File: src/apd_pkg.sv
/*
 * shared constants and carrier types for the pass-through block decoder.
 * assumes a 16-byte command block delivered whole with a valid strobe.
 */
`default_nettype none
package apd_pkg;
    localparam int          APD_CB_BYTES      = 16;
    localparam logic [7:0]  APD_SUBCODE       = 8'h24;
    localparam logic [7:0]  APD_TAG_CFG_ADDR  = 8'h04;
    localparam logic [7:0]  APD_TAG_RESET     = 8'h00;
    localparam int          APD_BYTE_TAG      = 0;
    localparam int          APD_BYTE_SUB      = 1;
    localparam int          APD_BYTE_ACT      = 2;
    localparam int          APD_BYTE_MASK     = 3;
    localparam int          APD_BIT_IDENT     = 7;
    localparam int          APD_BIT_UDMA      = 6;
    localparam int          APD_BIT_DERR      = 4;
    localparam int          APD_BIT_SKIPPOLL  = 2;
    localparam int          APD_BIT_READBACK  = 0;
    localparam int          APD_NREGS         = 8;
    localparam int          APD_BSY_BIT       = 7;
    localparam int          APD_ERR_BIT       = 0;
    localparam logic [4:0]  APD_LEN_CB        = 5'h10;
    localparam logic [7:0]  APD_ATAPI_IDENT   = 8'hA1;
    localparam logic [7:0]  APD_ATA_IDENT     = 8'hEC;

    typedef struct packed {
        logic identify;
        logic udma;
        logic derr_continue;
        logic skip_poll;
        logic readback;
    } apd_action_t;

    typedef enum logic [1:0] {
        APD_ROUTE_NONE,
        APD_ROUTE_PASS,
        APD_ROUTE_ATAPI,
        APD_ROUTE_XLATE
    } apd_route_t;

    typedef struct packed {
        logic       rd;
        logic       wr;
        logic [2:0] idx;
        logic [7:0] wdata;
    } apd_reg_req_t;
endpackage : apd_pkg
`default_nettype wire

File: src/apd_decoder.sv
/*
 * pass-through block decoder: classifies command blocks and runs register
 * sequences toward the drive. assumes a whole command block on cb_valid,
 * a drive register port of any latency that answers each access on drv_ack, and inputs synchronous to clk.
 */
// Summary of operation
// forward commands and register accesses to drive
// block taken from wrapper command block field
// byte 0 must equal configured tag
// byte 1 must equal sub-code 0x24
// both match: pass-through; else ordinary command
// host supplies exactly 16-byte blocks
// other wrapper fields follow bulk-only rules
// bit 7: data phase is identify data
// host sets identify flag only truthfully
// bit 6: ultra-DMA, otherwise PIO only
// host keeps ultra-DMA clear for incapable drives
// accept packet commands and ATA commands
// translate removable-media commands for ATA drives
// readback: selected registers, 8 bytes, zeros
// register accesses in ascending mask order
// poll busy unless skip flag set
// halt on drive error unless continue set (code checks the error bit on register writes only)
// tag compared against captured config copy
`timescale 1ns/10ps
`default_nettype none
module apd_decoder
    import apd_pkg::*;
#(
    parameter int NREGS = APD_NREGS
)(
    input  wire logic                  clk_sys,
    input  wire logic                  nrst,
    input  wire logic                  cfg_loading,
    input  wire logic                  cfg_we,
    input  wire logic [7:0]            cfg_addr,
    input  wire logic [7:0]            cfg_data,
    input  wire logic                  cb_valid,
    input  wire logic [4:0]            cb_len,
    input  wire logic [8*16-1:0]       cb_bytes,
    input  wire logic                  ata_drive,
    input  wire logic [8*NREGS-1:0]    wr_values,
    input  wire logic [7:0]            drv_rdata,
    input  wire logic                  drv_ack,
    output logic                       busy,
    output apd_route_t                 route,
    output apd_action_t                action,
    output logic                       len_error,
    output apd_reg_req_t               drv_req,
    output logic [8*NREGS-1:0]         readback_data,
    output logic                       readback_valid,
    output logic                       halted,
    output logic                       done
);
    typedef enum {
        ST_IDLE, ST_POLL, ST_POLL_WAIT, ST_SCAN, ST_WAIT, ST_DONE
    } apd_state_t;

    ////////////////////////////////////////////////////////////////////
    logic [7:0]         tag_value;
    apd_state_t         state_reg;
    apd_route_t         route_reg;
    apd_action_t        action_reg;
    apd_reg_req_t       req_reg;
    logic               len_err_reg;
    logic [NREGS-1:0]   mask_reg;
    logic [2:0]         idx_reg;
    logic [8*NREGS-1:0] rb_reg;
    logic               rb_valid_reg;
    logic               halted_reg;
    logic               done_reg;
    logic [7:0]         b_tag;
    logic [7:0]         b_sub;
    logic [7:0]         b_act;
    logic [7:0]         b_mask;
    logic               is_pass;

    apd_tag_capture i_apd_tag_capture (
        .clk_sys     (clk_sys),
        .nrst        (nrst),
        .cfg_loading (cfg_loading),
        .cfg_we      (cfg_we),
        .cfg_addr    (cfg_addr),
        .cfg_data    (cfg_data),
        .tag_value   (tag_value)
    );

    // byte fields of the wrapper command block
    assign b_tag  = cb_bytes[8*APD_BYTE_TAG +: 8];
    assign b_sub  = cb_bytes[8*APD_BYTE_SUB +: 8];
    assign b_act  = cb_bytes[8*APD_BYTE_ACT +: 8];
    assign b_mask = cb_bytes[8*APD_BYTE_MASK +: 8];
    assign is_pass = (b_tag == tag_value)
                  && (b_sub == APD_SUBCODE);

    ////////////////////////////////////////////////////////////////////
    // classification and action latch
    always_ff @(posedge clk_sys) begin
        if (!nrst) begin
            route_reg   <= APD_ROUTE_NONE;
            action_reg  <= '0;
            len_err_reg <= 1'b0;
            mask_reg    <= '0;
        end else if (state_reg == ST_IDLE && cb_valid) begin
            len_err_reg <= 1'b0;
            if (is_pass) begin
                route_reg <= APD_ROUTE_PASS;
                len_err_reg <= (cb_len != APD_LEN_CB);
                action_reg.identify      <= b_act[APD_BIT_IDENT];
                action_reg.udma          <= b_act[APD_BIT_UDMA];
                action_reg.derr_continue <= b_act[APD_BIT_DERR];
                action_reg.skip_poll     <= b_act[APD_BIT_SKIPPOLL];
                action_reg.readback      <= b_act[APD_BIT_READBACK];
                mask_reg <= b_mask[NREGS-1:0];
            end else begin
                action_reg <= '0;
                mask_reg   <= '0;
                // ordinary command, translated for ATA drives
                route_reg <= ata_drive ? APD_ROUTE_XLATE
                                       : APD_ROUTE_ATAPI;
            end
        end
    end

    ////////////////////////////////////////////////////////////////////
    // register sequencer
    always_ff @(posedge clk_sys) begin
        if (!nrst) begin
            state_reg    <= ST_IDLE;
            req_reg      <= '0;
            idx_reg      <= '0;
            rb_reg       <= '0;
            rb_valid_reg <= 1'b0;
            halted_reg   <= 1'b0;
            done_reg     <= 1'b0;
        end else begin
            req_reg.rd   <= 1'b0;
            req_reg.wr   <= 1'b0;
            done_reg     <= 1'b0;
            rb_valid_reg <= 1'b0;
            case (state_reg)
                ST_IDLE: begin
                    if (cb_valid && is_pass
                        && cb_len == APD_LEN_CB) begin
                        idx_reg    <= '0;
                        rb_reg     <= '0;
                        halted_reg <= 1'b0;
                        if (b_act[APD_BIT_SKIPPOLL]) begin
                            state_reg <= ST_SCAN;
                        end else begin
                            state_reg <= ST_POLL;
                        end
                    end else if (cb_valid) begin
                        done_reg <= 1'b1;
                    end
                end
                ST_POLL: begin
                    // read alternate status, index 0
                    req_reg.rd  <= 1'b1;
                    req_reg.idx <= '0;
                    state_reg   <= ST_POLL_WAIT;
                end
                ST_POLL_WAIT: begin
                    if (drv_ack) begin
                        state_reg <= drv_rdata[APD_BSY_BIT]
                                   ? ST_POLL : ST_SCAN;
                    end
                end
                ST_SCAN: begin
                    if (mask_reg[idx_reg]) begin
                        req_reg.idx   <= idx_reg;
                        req_reg.rd    <= action_reg.readback;
                        req_reg.wr    <= !action_reg.readback;
                        req_reg.wdata <= wr_values[8*idx_reg +: 8];
                        state_reg     <= ST_WAIT;
                    end else if (idx_reg == 3'(NREGS-1)) begin
                        state_reg <= ST_DONE;
                    end else begin
                        idx_reg <= idx_reg + 3'h1;
                    end
                end
                ST_WAIT: begin
                    if (drv_ack) begin
                        if (action_reg.readback) begin
                            rb_reg[8*idx_reg +: 8] <= drv_rdata;
                        end
                        if (!action_reg.readback && !action_reg.derr_continue
                            && drv_rdata[APD_ERR_BIT]) begin
                            halted_reg <= 1'b1;
                            state_reg  <= ST_DONE;
                        end else if (idx_reg == 3'(NREGS-1)) begin
                            state_reg <= ST_DONE;
                        end else begin
                            idx_reg   <= idx_reg + 3'h1;
                            state_reg <= ST_SCAN;
                        end
                    end
                end
                ST_DONE: begin
                    rb_valid_reg <= action_reg.readback;
                    done_reg     <= 1'b1;
                    state_reg    <= ST_IDLE;
                end
                default: begin
                    state_reg <= ST_IDLE;
                end
            endcase
        end
    end

    ////////////////////////////////////////////////////////////////////
    logic busy_reg;
    always_ff @(posedge clk_sys) begin
        if (!nrst) begin
            busy_reg <= 1'b0;
        end else begin
            busy_reg <= (state_reg != ST_IDLE) || cb_valid;
        end
    end

    assign busy           = busy_reg;
    assign route          = route_reg;
    assign action         = action_reg;
    assign len_error      = len_err_reg;
    assign drv_req        = req_reg;
    assign readback_data  = rb_reg;
    assign readback_valid = rb_valid_reg;
    assign halted         = halted_reg;
    assign done           = done_reg;
endmodule : apd_decoder
`default_nettype wire

File: src/apd_tag_capture.sv
/*
 * holds the configuration tag byte, captured while configuration loads.
 * assumes cfg_we/cfg_addr/cfg_data come from the startup loader.
 */
`timescale 1ns/10ps
`default_nettype none
module apd_tag_capture
    import apd_pkg::*;
(
    input  wire logic       clk_sys,
    input  wire logic       nrst,
    input  wire logic       cfg_loading,
    input  wire logic       cfg_we,
    input  wire logic [7:0] cfg_addr,
    input  wire logic [7:0] cfg_data,
    output logic      [7:0] tag_value
);
    logic [7:0] tag_reg;

    // only written during load, stable afterwards
    always_ff @(posedge clk_sys) begin
        if (!nrst) begin
            tag_reg <= APD_TAG_RESET;
        end else if (cfg_loading && cfg_we
                     && cfg_addr == APD_TAG_CFG_ADDR) begin
            tag_reg <= cfg_data;
        end
    end

    assign tag_value = tag_reg;
endmodule : apd_tag_capture
`default_nettype wire

File: config.mk
export PLATFORM = sky130hd
export DESIGN_NAME = apd_decoder
export DESIGN_NICKNAME = d
export VERILOG_FILES = /design/src/apd_pkg.sv /design/src/apd_decoder.sv /design/src/apd_tag_capture.sv
export SDC_FILE = /design/constraint.sdc
export NUM_CORES = 1
export LEC_CHECK = 0
export ABC_AREA = 1
export BUFFER_PORTS_ARGS = -buffer_cell sky130_fd_sc_hd__buf_2
export CAP_MARGIN = 40
export CELL_PAD_IN_SITES_DETAIL_PLACEMENT = 1
export CELL_PAD_IN_SITES_GLOBAL_PLACEMENT = 1
export CORE_ASPECT_RATIO = 0.75
export CORE_MARGIN = 10
export CORE_UTILIZATION = 27
export CTS_CLUSTER_SIZE = 10
export DETAILED_ROUTE_END_ITERATION = 10
export PLACE_DENSITY = 0.79
export SKIP_CTS_REPAIR_TIMING = 1
export SYNTH_ARGS = -nofsm -noshare
export SYNTH_HDL_FRONTEND = slang
export SYNTH_SLANG_ARGS = --single-unit
File: constraint.sdc
create_clock -name clk_sys -period 2.8 [get_ports clk_sys]
set_input_delay 0.42 -clock clk_sys [delete_from_list [all_inputs] [get_ports clk_sys]]
set_output_delay 0.42 -clock clk_sys [all_outputs]
set_load 0.1 [all_outputs]
Word-level counts from Yosys, hierarchy flattened. Index checks and enable logic that the tools add are counted.

Register bits: 140. Output and inout bits: 89.

Mux-type cells: 38. Magnitude comparators: 1. Add/sub/neg operators: 2. Reductions and logical operators: 25. Equality and inequality tests: 20. Shift-type cells: 3.

Operators with widths (count): $mux 64 (3); $mux 32 (5); $pmux 32 s5 (1); $pmux 64 s2 (1); $bwmux 64 (1); $eq 32x2->1 const B (2); $eq 32x3->1 const B (2); $logic_not 32->1 (2); $shift 8x34->64 const A (1); $shiftx 64x7->8 (1); $shiftx 8x34->64 (1); $neg 6->34 (1); $eq 32x1->1 const B (1); $reduce_bool 32->1 (1); $mux 3 (7); $ne 2x2->1 const B (8); $mux 13 (1); $reduce_and 4->1 (3); $pmux 3 s3 (1); $eq 8x3->1 const B (1); $eq 8x6->1 const B (1); $eq 8x8->1 (1); $logic_and 1x1->1 (8); $mux 1 (8); other kinds (19) (27).

Logic depth before layout (Yosys ltp).
Depth in word-level cells: 6. Mapped depth: 13. Gate-level depth less buffers: 13.

Cells and area by module. Synthesis repeated with hierarchy kept, for this count alone.

Cell total of the unflattened synthesis: 803. Area total of the unflattened synthesis: 5651.7 um2.

By module, submodules not included: apd_decoder (cells each 735, instances 1, area an instance 5166.2 um2); apd_tag_capture (cells each 68, instances 1, area an instance 485.5 um2).

Worst setup path after synthesis. No wires, ideal clock.

Kind: reg2reg. From: register idx_reg[1]. To: register rb_reg[10] (netlist: readback_data[10]). Required time: 2668 ps. Setup time: 132 ps. Arrival: 2488 ps. Setup slack: 180 ps. Path buffers: 3. Clock period less this slack: 2620 ps. Stages on the path, launching flop included: 13. Path through: dfxtp_1 buf_2 clkinv_1 clkbuf_1 ha_1 ha_1 buf_2 inv_1 nor3_2 or2_1 nand4_2 nand2_1 a21oi_1.

Longest elaborated chain between the ends: 6. Elaborated cells between the ends (all ways): 7. Classes of those cells: add/sub: 1; shift: 2; mux: 4.

Ends and longest elaborated chain: start: declaration (RTL line apd_decoder.sv:67) `logic [2:0] idx_reg;`; start signal: assignment (RTL line apd_decoder.sv:179) `idx_reg <= idx_reg + 3'h1;`; start signal: assignment (RTL line apd_decoder.sv:194) `idx_reg <= idx_reg + 3'h1;`; $neg 6->34 * (RTL line apd_decoder.sv:185) `rb_reg[8*idx_reg +: 8] <= drv_rdata;`; $shiftx 8x34->64 or $shift 8x34->64 (tied branches) (RTL line apd_decoder.sv:185); $bwmux 64 * (RTL line apd_decoder.sv:185); $mux 64 * (RTL line apd_decoder.sv:184) `if (action_reg.readback) begin`; $mux 64 * (RTL line apd_decoder.sv:183) `if (drv_ack) begin`; $pmux 64 s2 * (RTL line apd_decoder.sv:141) `case (state_reg)`; end signal: indexed assignment (RTL line apd_decoder.sv:185); end: declaration (RTL line apd_decoder.sv:68) `logic [8*NREGS-1:0] rb_reg;`.

Mark *: on every way between the ends. The rest lies on a longest branch, timed or not. The select of a mux whose other input is x is not followed. A chain may end at the register's enable or synchronous reset.

Final worst setup path.
From: register idx_reg[1]. To: register rb_reg[16] (netlist: readback_data[16]).

The elaborated chain is that of the path after synthesis.

==> impl_metrics.sql <==
INSERT INTO impl_metrics (metric_group, metric, value, unit) VALUES
('run_status', 'status', 'finished clean', ''),
('routing', 'ant_nets', '0', ''),
('die', 'die_area', '0.02692', 'mm^2'),
('routing', 'avgViaCountPerCell', '4.941', ''),
('cts', 'tritoncts_buffer_count', '9', ''),
('die', 'floorplan.die.height', '144.6', 'um'),
('timing', 'final.period_utilization', '0.8178', ''),
('pwr', 'share_clk_of_total_power', '0.421', ''),
('pwr', 'p_int', '0.002432', 'W'),
('timing', 'max_slew_margin', '0.6369', ''),
('routing', 'drcViolationCount', '0', ''),
('pwr', 'share_comb_of_total_power', '0.081', ''),
('timing', 'fin_skew', '0.01093', 'ns'),
('global_routing', 'grt_max_degree', '69', ''),
('cells_and_area', 'layout.core_utilization', '0.3599', ''),
('cts', 'clkTransAtPathRegs', '0.07', 'ns'),
('synthesis', 'synth.top_cell.area_share', '0.3975', ''),
('placement', 'placed_cells_incl_taps', '1244', ''),
('timing', 'report.final.setup_viol', '0', ''),
('timing', 'layout_min_cycle_time', '2.290', 'ns'),
('synthesis', 'ys_seq_elements', '111', ''),
('setup_path', 'worstRegToRegCells', '10', ''),
('cells_and_area', 'max_ffs_per_register', '64', ''),
('placement', 'gpl.final_weighted_congestion', '0.8483', ''),
('pwr', 'p_total', '0.003204', 'W'),
('timing', 'timing.fmax', '436.7', 'MHz'),
('global_routing', 'first_global_vias', '6534', ''),
('routing', 'firstDrtPassIters', '4', ''),
('global_routing', 'grt_pass1_wl', '35180', 'um'),
('pwr', 'power_density', '439.2', 'mW/mm^2'),
('placement', 'dpl_cell_area', '0.006985', 'mm^2'),
('routing', 'wl_per_cell', '17.87', 'um'),
('die', 'core.rowCount', '45', ''),
('pwr', 'max-vdd-ir-drop', '0.0002559', 'V'),
('setup_path', 'path_max_fanout', '9', ''),
('min_path', 'worst_hold_path_type', 'in -> reg', ''),
('die', 'starting_density_of_the_core', '0.2758', ''),
('min_path', 'timing.hold.worst_path_depth', '3', ''),
('cts', 'cts.htree.levels', '3', ''),
('routing', 'routed_wirelength', '22540', 'um'),
('setup_path', 'critical_path_required', '3.03', 'ns'),
('cells_and_area', 'syn_to_final_growth', '30.48', '%'),
('synthesis', 'synth-seq-area-share', '0.3975', ''),
('setup_path', 'worst_setup_path_start_kind', 'register', ''),
('synthesis', 'synth_async_sr_flop_share', '0', ''),
('synthesis', 'library_cell_with_the_largest_summed_area_after_synthesis', 'sky130_fd_sc_hd__dfxtp_1', ''),
('placement', 'placement.io_buffers', '217', ''),
('timing', 'rsz0062_at_grt', 'no', ''),
('cts', 'worstSkewPairLatency', '0.35', 'ns'),
('routing', 'vias', '6230', ''),
('synthesis', 'postSynthCellCount', '793', ''),
('job', 'max_cap_violations', '0', ''),
('synthesis', 'mappedNetlistArea', '0.005590', 'mm^2'),
('cts', 'cts_tree', 'done', ''),
('routing', 'initialDrtViolationCount', '281', ''),
('die', 'die_w', '186.2', 'um'),
('synthesis', 'synth_area_leaders', 'sky130_fd_sc_hd__dfxtp_1, sky130_fd_sc_hd__nand2_1, sky130_fd_sc_hd__nor2_1', ''),
('timing', 'finalHoldViolations', '0', ''),
('cts', 'numClockSinks', '111', ''),
('cts', 'cts_root_buffer', 'sky130_fd_sc_hd__clkbuf_16', ''),
('cells_and_area', 'drive_gt1_frac', '0.2904', ''),
('synthesis', 'synth.lib_cells_used.distinct', '38', ''),
('synthesis', 'syn_avg_cell_area', '7.050', 'um^2'),
('cts', 'cts_buffer_depth', '2', ''),
('global_routing', 'initial_antenna_violation_count', '1', ''),
('global_routing', 'grt_util_all_layers', '0.1646', ''),
('timing', 'fin_setup_tns', '0', 'ns'),
('pwr', 'sw_frac_of_total', '0.2410', ''),
('global_routing', 'grt_overflow', '0', ''),
('cells_and_area', 'stdcell_count', '1261', ''),
('synthesis', 'yosys.cell_count.top_type', 'sky130_fd_sc_hd__nand2_1', '');
-- critical path, cell delays in order (launching register included) --
cell                       delay (ns)
sky130_fd_sc_hd__dfxtp_1         0.35
sky130_fd_sc_hd__clkinv_1        0.08
sky130_fd_sc_hd__ha_1            0.18
sky130_fd_sc_hd__ha_1            0.44
sky130_fd_sc_hd__inv_1           0.16
sky130_fd_sc_hd__nor3_2          0.19
sky130_fd_sc_hd__buf_4           0.18
sky130_fd_sc_hd__or2_1           0.12
sky130_fd_sc_hd__nand4_2         0.25
sky130_fd_sc_hd__nand2_1         0.13
sky130_fd_sc_hd__a21oi_1         0.07
-- cell families after synthesis --
group | Yosys count | share of synthesized area
adder cells (fa/ha/maj) | 6 | 0.01343
flip-flops | 111 | 0.3975
AO/OA/AOI/OAI | 180 | 0.1748
buffers and inverters | 98 | 0.07363
XOR/XNOR | 6 | 0.009400
AND/OR/NAND/NOR | 392 | 0.3312
-- area by class of cell --
cell class / instances / area (um^2)
Tap cell: 258 / 322.8
Inverter: 51 / 191.4
Fill cell: 2650 / 12970
Antenna cell: 1 / 2.502
Clock inverter: 5 / 53.80
Multi-Input combinational cell: 584 / 2964
Timing Repair Buffer: 240 / 1284
Sequential cell: 111 / 2223
Clock buffer: 11 / 252.7
-- metal layers --
metal  global-route usage  wire length [um]  vias to the layer above
li1                     -                 -                     3137
met1               0.2129             10740                     2907
met4              0.02751               150                        0
met2               0.2577              9669                      174
met5                    0                 0                        -
met3              0.06192              1985                       12
-- stage by stage --
stage | setup slack [ns] | hold WS (ns)
floorplan | 0.1800 | 0.5067
global placement | 0.5084 | 0.4465
detailed placement | 0.4069 | 0.4527
CTS | 0.4371 | 0.2823
global route | 0.2701 | 0.2992
finish | 0.5101 | 0.2980
-- layout by cell type, fill, tap and decap left out, types with 3 or more instances in the layout --
cell type / n
sky130_fd_sc_hd__o21ai_0: 67
sky130_fd_sc_hd__a21oi_1: 78
sky130_fd_sc_hd__clkinv_2: 3
sky130_fd_sc_hd__nor3_1: 26
sky130_fd_sc_hd__o21ai_1: 4
sky130_fd_sc_hd__ha_1: 6
sky130_fd_sc_hd__nand4_1: 60
sky130_fd_sc_hd__xnor2_1: 6
sky130_fd_sc_hd__buf_4: 21
sky130_fd_sc_hd__dfxtp_1: 110
sky130_fd_sc_hd__nor2_1: 108
sky130_fd_sc_hd__nor2_4: 3
sky130_fd_sc_hd__nor2_2: 5
sky130_fd_sc_hd__nor3_2: 7
sky130_fd_sc_hd__a21oi_4: 3
sky130_fd_sc_hd__or2_1: 4
sky130_fd_sc_hd__inv_1: 40
sky130_fd_sc_hd__clkbuf_16: 9
sky130_fd_sc_hd__nand2_1: 144
sky130_fd_sc_hd__nand3_1: 21
sky130_fd_sc_hd__a31oi_1: 6
sky130_fd_sc_hd__o22ai_1: 15
sky130_fd_sc_hd__buf_2: 217
sky130_fd_sc_hd__inv_2: 8
sky130_fd_sc_hd__nand4_2: 7
sky130_fd_sc_hd__clkinv_1: 3
-- final timing paths --
path	end	slack [ns]	startpoint
max	readback_data[16]	0.51	idx_reg[1]
min	i_apd_tag_capture.tag_value[4]	0.30	cfg_data[4]
max reg2reg	readback_data[16]	0.51	idx_reg[1]
min reg2reg	readback_data[30]	0.46	readback_data[30]
-- power by group through the flow --
stage          registers (W)  clock network, W  logic [W]
2_1_floorplan        0.00168                 0  0.0000796
3_3_place_gp         0.00163                 0   0.000256
4_1_cts              0.00160           0.00139   0.000263
6_report             0.00160           0.00135   0.000259
3_5_place_dp         0.00163                 0   0.000262
5_1_grt              0.00160           0.00145   0.000287
No activity file was read; power rests on OpenSTA's default activity.
